--- src/shared/codec_defs.svh ---
// Register offsets, field positions, reset values and counts of the infrared codec.
// Assumes inclusion by bare name from the codec's design files.
`ifndef CODEC_DEFS_SVH
`define CODEC_DEFS_SVH

// ---------------------------------------------------------------
// Register offsets
// ---------------------------------------------------------------
`define OFF_EVENT_SOURCE 2'h0
`define OFF_TX_PULSE_LENGTH 2'h1
`define OFF_RX_FILTER_LENGTH 2'h2

// ---------------------------------------------------------------
// Fields and reset values
// ---------------------------------------------------------------
`define SOURCE_SEL_MSB 3
`define SOURCE_SEL_CH_BIT 3
`define EVENT_SOURCE_RST 4'h0
`define LENGTH_RST 8'h00

// ---------------------------------------------------------------
// Modes and counts
// ---------------------------------------------------------------
`define MODE_INFRARED 2'h2
`define TXLEN_THREE_16 8'h00
`define TXLEN_BYPASS 8'hFF
`define THREE_16_TICKS 8'h03
`define BIT_TICKS_NORMAL 5'h10
`define BIT_TICKS_DOUBLE 5'h08

`endif

--- src/shared/codec_pkg.sv ---
// Types shared by the infrared codec modules.
// Assumes codec_defs.svh for all numeric constants.
`default_nettype none
package codec_pkg;

  // Transmit pulse shaper states
  typedef enum logic [0:0] {
    TX_IDLE = 1'b0,
    TX_PULSE = 1'b1
  } tx_state_e;

  // Transmit shaper state
  typedef struct packed {
    tx_state_e state;
    logic [4:0] phase;
    logic [7:0] cnt;
    logic txd_prev;
    logic pulse;
  } shaper_state_s;

  // Receive filter state
  typedef struct packed {
    logic prev;
    logic [7:0] run;
    logic filt;
    logic [4:0] hold;
    logic dec;
  } filter_state_s;

  // Top level state
  typedef struct packed {
    logic [3:0] src_sel;
    logic [7:0] tx_len;
    logic [7:0] rx_len;
    logic [7:0] rd_data;
    logic rx_meta;
    logic rx_sync;
    logic tx_pin;
    logic usart_rxd;
  } top_state_s;

  // Saturating 8-bit increment
  function automatic logic [7:0] step8(input logic [7:0] v);
    step8 = (v == 8'hFF) ? v : v + 8'h01;
  endfunction

endpackage
`default_nettype wire

--- src/shared/codec_link_if.sv ---
// Configuration and timing carried from the codec top to its shaper and filter.
// Assumes all signals are driven on clk by the top module.
`default_nettype none
interface codec_link_if;
  logic active;            // Infrared mode selected
  logic [7:0] tx_len;      // Transmit pulse length setting
  logic [7:0] rx_len;      // Receive filter setting
  logic [4:0] bit_ticks;   // Baud ticks per bit
  logic baud_tick;         // Rising edge of baud-rate clock

  modport drive (output active, output tx_len, output rx_len, output bit_ticks, output baud_tick);
  modport shaper (input active, input tx_len, input bit_ticks, input baud_tick);
  modport filter (input active, input rx_len, input bit_ticks, input baud_tick);
endinterface
`default_nettype wire

--- src/verilog/ir_tx_shaper.sv ---
// Transmit pulse shaper: turns low serial bits into high infrared pulses.
// Assumes usart_txd and baud_tick on clk; output is the pulse, before pin inversion.
`include "codec_defs.svh"
`default_nettype none
module ir_tx_shaper (
  input wire logic clk,
  input wire logic sys_rst,
  codec_link_if.shaper link,
  input wire logic usart_txd,
  output logic tx_pulse
);
  import codec_pkg::*;

  shaper_state_s s;       // Registered state
  shaper_state_s next_s;  // Next state
  logic start;            // Bit start on baud edge
  logic mode_316;         // Three-sixteenths mode

  // ---------------------------------------------------------------
  // Next state
  // ---------------------------------------------------------------
  always_comb begin
    next_s = s;
    next_s.txd_prev = usart_txd;
    mode_316 = (link.tx_len == `TXLEN_THREE_16);
    // Bit phase follows baud ticks, restarted by a start bit edge
    if (s.txd_prev && !usart_txd) begin
      next_s.phase = 5'h00;
    end else if (link.baud_tick) begin
      next_s.phase = (s.phase >= link.bit_ticks - 5'h01) ? 5'h00 : s.phase + 5'h01;
    end
    start = link.baud_tick && !usart_txd && (s.phase == 5'h00);
    case (s.state)
      TX_IDLE: begin
        if (start) begin
          next_s.state = TX_PULSE;
          next_s.cnt = mode_316 ? 8'h00 : 8'h01;
        end
      end
      TX_PULSE: begin
        if (mode_316) begin
          // Count baud ticks up to three of sixteen
          if (link.baud_tick) begin
            next_s.cnt = step8(s.cnt);
          end
          if (next_s.cnt >= `THREE_16_TICKS) begin
            next_s.state = TX_IDLE;
          end
        end else if (s.cnt >= link.tx_len) begin
          next_s.state = TX_IDLE;
        end else begin
          next_s.cnt = step8(s.cnt);
        end
      end
      default: begin
        next_s.state = TX_IDLE;
      end
    endcase
    // Idle outside infrared mode and in bypass
    if (!link.active || link.tx_len == `TXLEN_BYPASS) begin
      next_s.state = TX_IDLE;
    end
    next_s.pulse = (next_s.state == TX_PULSE);
  end

  // ---------------------------------------------------------------
  // State register
  // ---------------------------------------------------------------
  always_ff @(posedge clk) begin
    if (sys_rst) begin
      s <= '{state: TX_IDLE, phase: 5'h00, cnt: 8'h00, txd_prev: 1'b1, pulse: 1'b0};
    end else begin
      s <= next_s;
    end
  end

  assign tx_pulse = s.pulse;

  // ---------------------------------------------------------------
  // Checks
  // ---------------------------------------------------------------
  logic [7:0] width_cyc;   // Cycles the pulse has been high
  logic [7:0] width_tick;  // Baud ticks while high
  always_ff @(posedge clk) begin
    if (sys_rst || !s.pulse) begin
      width_cyc <= s.pulse ? 8'h01 : 8'h00;
      width_tick <= 8'h00;
    end else begin
      width_cyc <= step8(width_cyc);
      width_tick <= link.baud_tick ? step8(width_tick) : width_tick;
    end
  end
endmodule
`default_nettype wire

--- src/verilog/ir_rx_filter.sv ---
// Receive filter and decoder: equal-sample filter, then one bit of low output per pulse.
// Assumes ir_level is already synchronised to clk, high while a pulse is present.
`include "codec_defs.svh"
`default_nettype none
module ir_rx_filter (
  input wire logic clk,
  input wire logic sys_rst,
  codec_link_if.filter link,
  input wire logic ir_level,
  output logic rx_bit
);
  import codec_pkg::*;

  filter_state_s s;       // Registered state
  filter_state_s next_s;  // Next state

  // ---------------------------------------------------------------
  // Next state
  // ---------------------------------------------------------------
  always_comb begin
    next_s = s;
    next_s.prev = ir_level;
    // Run length of equal samples, minus one
    next_s.run = (ir_level == s.prev) ? step8(s.run) : 8'h00;
    if (next_s.run >= link.rx_len) begin
      next_s.filt = ir_level;
    end
    // Stretch an accepted pulse to a full bit
    if (next_s.filt && !s.filt) begin
      next_s.hold = link.bit_ticks;
    end else if (link.baud_tick && s.hold != 5'h00) begin
      next_s.hold = s.hold - 5'h01;
    end
    // Accepted pulse is zero, no pulse is one
    next_s.dec = !(next_s.filt || next_s.hold != 5'h00);
    if (!link.active) begin
      next_s.run = 8'h00;
      next_s.filt = 1'b0;
      next_s.hold = 5'h00;
      next_s.dec = 1'b1;
    end
  end

  // ---------------------------------------------------------------
  // State register
  // ---------------------------------------------------------------
  always_ff @(posedge clk) begin
    if (sys_rst) begin
      s <= '{prev: 1'b0, run: 8'h00, filt: 1'b0, hold: 5'h00, dec: 1'b1};
    end else begin
      s <= next_s;
    end
  end

  assign rx_bit = s.dec;
endmodule
`default_nettype wire

--- src/verilog/infrared_codec.sv ---
// Infrared codec top: registers, pin routing, event input and the two pulse engines.
// Assumes one serial port's mode, transmit and receive lines and baud tick on clk;
// the receive pin is asynchronous and passes two flip-flops first.
//
// Summary of operation
// - Infrared mode routes port lines through codec
// - Pin levels are inverse of the pulse
// - Selected event channel replaces the receive pin
// - Setting zero gives three-sixteenths bit pulses
// - Setting 1 to 254 gives clock-count pulses
// - Fixed pulses start on baud clock edge
// - Setting 255 passes both lines unaltered
// - Settings inert while infrared mode unselected
// - Filter x needs x+1 equal samples
// - Accepted pulse is zero, no pulse is one
// - Event select 1nnn picks channel nnn
// - Control upper four bits read zero
// - Supports infrared signalling up to 115.2 kbit/s
// - Bit divisor sixteen, eight with double speed
`include "codec_defs.svh"
`default_nettype none
module infrared_codec (
  input wire logic clk,
  input wire logic sys_rst,
  input wire logic [1:0] reg_addr,
  input wire logic [7:0] wr_data,
  input wire logic wr_en,
  input wire logic rd_en,
  output logic [7:0] rd_data,
  input wire logic [1:0] comm_mode_select,
  input wire logic double_speed,
  input wire logic baud_tick,
  input wire logic usart_txd,
  output logic usart_rxd,
  output logic tx_pin,
  input wire logic rx_pin,
  input wire logic [7:0] event_channel_n
);
  import codec_pkg::*;

  top_state_s s;        // Registered state
  top_state_s next_s;   // Next state
  codec_link_if link(); // Link to shaper and filter
  logic tx_pulse;       // Pulse from shaper
  logic rx_bit;         // Decoded bit from filter
  logic rx_src;         // Selected receive source
  logic ev_sel;         // Event channel selected
  logic bypass;         // Pulse coding off

  // ---------------------------------------------------------------
  // Link drive
  // ---------------------------------------------------------------
  // Only one port may feed this input at once
  assign link.active = (comm_mode_select == `MODE_INFRARED);
  assign link.tx_len = s.tx_len;
  assign link.rx_len = s.rx_len;
  // Bit length in baud ticks; double speed is expected off here
  assign link.bit_ticks = double_speed ? `BIT_TICKS_DOUBLE : `BIT_TICKS_NORMAL;
  // One tick per baud clock edge, sixteen per bit up to 115.2 kbit/s
  assign link.baud_tick = baud_tick;

  // ---------------------------------------------------------------
  // Receive source select
  // ---------------------------------------------------------------
  always_comb begin
    // Codes 1nnn pick a channel, others keep the pin
    ev_sel = s.src_sel[`SOURCE_SEL_CH_BIT];
    rx_src = ev_sel ? event_channel_n[s.src_sel[2:0]] : s.rx_sync;
    bypass = (s.tx_len == `TXLEN_BYPASS);
  end

  // ---------------------------------------------------------------
  // Pulse engines
  // ---------------------------------------------------------------
  ir_tx_shaper u_shaper (
    .clk(clk),
    .sys_rst(sys_rst),
    .link(link),
    .usart_txd(usart_txd),
    .tx_pulse(tx_pulse)
  );

  // Pin low means pulse present
  ir_rx_filter u_filter (
    .clk(clk),
    .sys_rst(sys_rst),
    .link(link),
    .ir_level(!rx_src),
    .rx_bit(rx_bit)
  );

  // ---------------------------------------------------------------
  // Next state
  // ---------------------------------------------------------------
  always_comb begin
    next_s = s;
    // Pin synchroniser
    next_s.rx_meta = rx_pin;
    next_s.rx_sync = s.rx_meta;
    // Register writes
    if (wr_en) begin
      case (reg_addr)
        `OFF_EVENT_SOURCE: begin
          next_s.src_sel = wr_data[`SOURCE_SEL_MSB:0];
        end
        `OFF_TX_PULSE_LENGTH: begin
          next_s.tx_len = wr_data;
        end
        `OFF_RX_FILTER_LENGTH: begin
          next_s.rx_len = wr_data;
        end
        default: begin
          // Unmapped offset ignores writes
        end
      endcase
    end
    // Register reads, data valid in the next cycle
    next_s.rd_data = 8'h00;
    if (rd_en) begin
      case (reg_addr)
        `OFF_EVENT_SOURCE: begin
          next_s.rd_data = {4'h0, s.src_sel};
        end
        `OFF_TX_PULSE_LENGTH: begin
          next_s.rd_data = s.tx_len;
        end
        `OFF_RX_FILTER_LENGTH: begin
          next_s.rd_data = s.rx_len;
        end
        default: begin
          next_s.rd_data = 8'h00;
        end
      endcase
    end
    // Pin and port routing
    if (!link.active) begin
      // Plain port wiring, settings unused
      next_s.tx_pin = usart_txd;
      next_s.usart_rxd = s.rx_sync;
    end else if (bypass) begin
      // Coding off, lines pass unaltered
      next_s.tx_pin = usart_txd;
      next_s.usart_rxd = rx_src;
    end else begin
      // Pin carries the inverse of the pulse
      next_s.tx_pin = !tx_pulse;
      next_s.usart_rxd = rx_bit;
    end
  end

  // ---------------------------------------------------------------
  // State register
  // ---------------------------------------------------------------
  always_ff @(posedge clk) begin
    if (sys_rst) begin
      // All settings clear to zero
      s <= '{src_sel: `EVENT_SOURCE_RST, tx_len: `LENGTH_RST, rx_len: `LENGTH_RST,
             rd_data: 8'h00, rx_meta: 1'b1, rx_sync: 1'b1, tx_pin: 1'b1, usart_rxd: 1'b1};
    end else begin
      s <= next_s;
    end
  end

  // ---------------------------------------------------------------
  // Outputs
  // ---------------------------------------------------------------
  assign rd_data = s.rd_data;
  assign tx_pin = s.tx_pin;
  assign usart_rxd = s.usart_rxd;
endmodule
`default_nettype wire

--- config.mk ---
export PLATFORM = sky130hd
export DESIGN_NAME = infrared_codec
export DESIGN_NICKNAME = d
export VERILOG_FILES = /design/src/shared/codec_pkg.sv /design/src/shared/codec_link_if.sv /design/src/verilog/ir_tx_shaper.sv /design/src/verilog/ir_rx_filter.sv /design/src/verilog/infrared_codec.sv
export VERILOG_INCLUDE_DIRS = /design/src /design/src/shared
export SDC_FILE = /design/constraint.sdc
export NUM_CORES = 1
export LEC_CHECK = 0
export BUFFER_PORTS_ARGS = -buffer_cell sky130_fd_sc_hd__buf_2
export CAP_MARGIN = 20
export CORE_AREA = 3 3 107 109
export DETAILED_ROUTE_END_ITERATION = 7
export DIE_AREA = 0 0 110 112
export GPL_TIMING_DRIVEN = 0
export SLEW_MARGIN = 20
export SYNTH_ARGS = -nofsm -noshare
export SYNTH_HDL_FRONTEND = slang
export SYNTH_SLANG_ARGS = --single-unit
--- constraint.sdc ---
create_clock -name clk -period 9.69 [get_ports clk]
set_clock_uncertainty 0.15 [all_clocks]
set_input_delay 1.938 -clock clk [delete_from_list [all_inputs] [get_ports clk]]
set_output_delay 1.938 -clock clk [all_outputs]
set_load 0.02 [all_outputs]
==> out/qor.yml <==
yosys:
  post_synth.cell_area_avg_um2: 8.323
  fraction_of_synthesized_area_in_multiplexers_pct: 5.906
  synth-warning-count: 0
  synth-compound-area-share_pct: 16.86
  async_reset_ff_share_pct: 0
  synthSimpleGateAreaFrac_pct: 23.51
  dominant_combinational_cell_family_by_area_after_synthesis: "simple AND/OR/NAND/NOR gates"
  syn_inst: 420
  synth_ff_type: "sky130_fd_sc_hd__dfxtp_1"
  yosys.area_share.xor_xnor_pct: 3.543
  synth.ff_latch_count: 63
  postSynthNetCount: 470
  netlist_area_um2: 3496
  synth-edff-count: 0
  synth-adder-area-share_pct: 7.874
  yosysSeqAreaShare_pct: 36.08
  synth.distinct_cells: 60
clocking:
  cts_root_buffer: "sky130_fd_sc_hd__clkbuf_8"
  clock_latency_reported_for_the_late_side_of_the_worst_skew_pair_ps: 350
  postCtsSetupBuffers: 0
  cts_max_level: 3
  hold_buffer_count_at_cts: 0
  clkSlewWorstSetupHoldPaths_ps: 70
  cts_tree: "yes"
  tritoncts_num_sinks: 63
  numCtsBuffers: 9
  cts_resized: 0
  cts-root-to-sink-buffers: 2
die:
  vertical_die_dimension_um: 112
  floorplan.core_area_um2: 10700
  dieArea_um2: 12320
  start_util_pct: 32.68
  die_width_um: 110
  floorplan.io_pins: 38
  core.rowCount: 38
global_routing:
  grt_first_pass_wirelength_um: 13790
  overflow: 0
  first_global_vias: 2986
  global_route.usage.total_pct: 14.16
  antenna_found_initial: 0
  pin_count_of_the_biggest_net_entering_global_routing: 12
worst_setup_path:
  critPathKind: "primary input to flip-flop"
  timing.critical_path.required_ps: 9780
  start_kind: "primary input"
  timing.critical_path.to_type: "flip-flop"
  timing.critical_path.fanout_max: 10
  critical_path_at_ps: 4990
timing:
  grt_setup_unrepaired: "no"
  fin_worst_hold_slack_ps: 274.3
  worst_pin_slew_ps: 782.8
  final_critical_path_setup_slack_ps: 4791
  worst_slew_margin_rel_pct: 47.70
  setup_violations: 0
  time_the_worst_path_needs_with_i_o_delays_and_setup_ps: 4899
  finalHoldViolations: 0
  period_utilization_pct: 50.56
  clock.fmax_mhz: 204.1
  setup_tns_ps: 0
  final-max-slew-violation-count: 0
routing:
  antenna_left: 0
  dr.pass1.iters: 4
  vias_per_cell: 5.102
  drt-total-wl_um: 8315
  detailedRoute.firstIterationViolations: 143
  routed_via_count: 3112
  routedWlPerCell_um: 13.63
  detail_route.drc_violations: 0
flow_run:
  max_cap_viol_count: 0
finish:
  antennaDiodeCount: 0
  layout_nets: 515
  syn_to_final_growth_pct: 16.25
  drive_gt1_share_pct: 15.32
placed_design:
  dp_hpwl_um: 6330
  gp_congestion: 0.8886
  port_buffers: 34
  placement.setup.worst_slack_ps: 4422
power_and_ir_drop:
  powerDensity_nw_per_um2: 144.9
  irDropWorstVdd_mv: 0.08619
  static_leak_nw: 1.583
status:
  outcome: "completed"
min_path:
  hold_path.class: "flip-flop to flip-flop"
metrics by stage:
step / area (um2) / utilization [%] / instances / power [W]
2_1_floorplan: 3496 / - / 420 / 0.0003156
3_3_place_gp: 3841 / 35.91 / 594 / 0.0003341
3_5_place_dp: 3841 / 35.91 / 594 / 0.0003351
4_1_cts: 4064 / 37.99 / 610 / 0.0005930
5_1_grt: 4064 / 37.99 / 610 / 0.0006122
6_report: 4064 / 37.99 / 610 / 0.0005890
sequential cells by signal, indices dropped and copies added (netlist names):
| register | cells |
|---|---|
| usart_rxd | 1 |
| u_filter.s | 15 |
| rd_data | 8 |
| s | 4 |
| u_shaper.s | 15 |
| ev_sel | 1 |
| next_s | 1 |
| link.tx_len | 8 |
| u_filter.rx_bit | 1 |
| tx_pin | 1 |
| link.rx_len | 8 |
worst paths after layout:
| path | startpoint | to | slack [ps] | depth (start not counted) |
|---|---|---|---|---|
| max | event_channel_n[1] | u_filter.rx_bit | 4790 | 12 |
| max reg2reg | s[28] | u_filter.rx_bit | 5970 | 11 |
| min | next_s[2] | s[2] | 270 | 1 |
| min reg2reg | next_s[2] | s[2] | 270 | 1 |
layout by cell type (no fill, tap or decap), types with 5 or more instances in the layout:
cell type                  Yosys  routed
sky130_fd_sc_hd__ha_1         22      22
sky130_fd_sc_hd__a21oi_1      34      34
sky130_fd_sc_hd__clkbuf_8      0      10
sky130_fd_sc_hd__a211oi_1      6       6
sky130_fd_sc_hd__xor2_1        5       5
sky130_fd_sc_hd__clkbuf_1     14      15
sky130_fd_sc_hd__a31oi_1       7       7
sky130_fd_sc_hd__dfxtp_1      63      63
sky130_fd_sc_hd__nor2_1       51      51
sky130_fd_sc_hd__buf_2         0      34
sky130_fd_sc_hd__mux2i_1      12      12
sky130_fd_sc_hd__nor3_1        5       5
sky130_fd_sc_hd__nand4_1       7       7
sky130_fd_sc_hd__xnor2_1       6       6
sky130_fd_sc_hd__inv_1        27      27
sky130_fd_sc_hd__o21ai_0      15      15
sky130_fd_sc_hd__nand2b_1      8       8
sky130_fd_sc_hd__buf_4         8       8
sky130_fd_sc_hd__nand2_1      32      32
sky130_fd_sc_hd__nor4_1        5       5
sky130_fd_sc_hd__nand3_1      30      30
layout make-up:
cell class                      instances  area (um2)
Timing Repair Buffer                   34       170.2
Clock buffer                           11       141.4
Buffer                                 23       116.4
Fill cell                            1145        6634
Tap cell                              140       175.2
Inverter                               27       101.3
Clock inverter                          5       81.33
Multi-Input combinational cell        307        2017
Sequential cell                        63        1261
critical path, stage by stage:
cell and delay, ps:
sky130_fd_sc_hd__buf_2 90, sky130_fd_sc_hd__mux4_1 530, sky130_fd_sc_hd__mux2i_4 200, sky130_fd_sc_hd__a21oi_4 130, sky130_fd_sc_hd__xnor2_4 270, sky130_fd_sc_hd__nand2b_1 150, sky130_fd_sc_hd__ha_1 220, sky130_fd_sc_hd__nand2b_1 140
sky130_fd_sc_hd__a2111oi_0 460, sky130_fd_sc_hd__o31a_1 280, sky130_fd_sc_hd__mux2_2 370, sky130_fd_sc_hd__a31o_1 210
cells in the mapped netlist (all sizes together) (2+ instances only):
library cell	number	share of area (%)
dfxtp	63	36
nor2	51	5.5
a21oi	35	5.3
nand2	33	3.6
nand3	30	4.3
inv	27	2.9
ha	22	7.9
o21ai	17	2.4
clkbuf	14	1.5
mux2i	13	4.1
buf	9	1.8
nand2b	9	1.8
a31oi	7	1.3
nand4	7	1.3
xnor2	7	2.3
a211oi	6	1.3
nor3	6	1.2
nor4	6	1.3
xor2	5	1.3
a22oi	4	0.86
and3	4	0.72
nor2b	4	0.72
or2	4	0.72
a31o	3	0.75
a41oi	3	0.75
and2	2	0.36
mux4	2	1.5
nor3b	2	0.43
o211ai	2	0.43
o31ai	2	0.43
o41ai	2	0.50
power breakdown:
part	switching, W	internal [W]	total [W]	leakage (nW)
logic	0.0000365	0.0000231	0.0000596	0.963
clock network	0.000108	0.000152	0.000259	0.110
registers	0.00000557	0.000264	0.000270	0.511
per-layer routing:
layer | GRT usage (%) | part of all wire (%) | up-vias
met5 | 0 | 0 | -
met4 | 3.658 | 1.3 | 0
met3 | 4.174 | 5.1 | 9
met2 | 23.02 | 47 | 66
met1 | 18.23 | 47 | 1460
li1 | - | - | 1577
kinds of logic (layout without fill, tap and decap cells):
group                      count (synthesis)  in the layout
buffers and inverters                     50            100
and+or+nand+nor                          165            165
muxes                                     16             16
DFF                                       63             63
xor gates and xnor gates                  12             12
AOI/OAI and AO/OA                         92             92
adders and majority gates                 22             22
No activity file was read; power rests on OpenSTA's default activity.
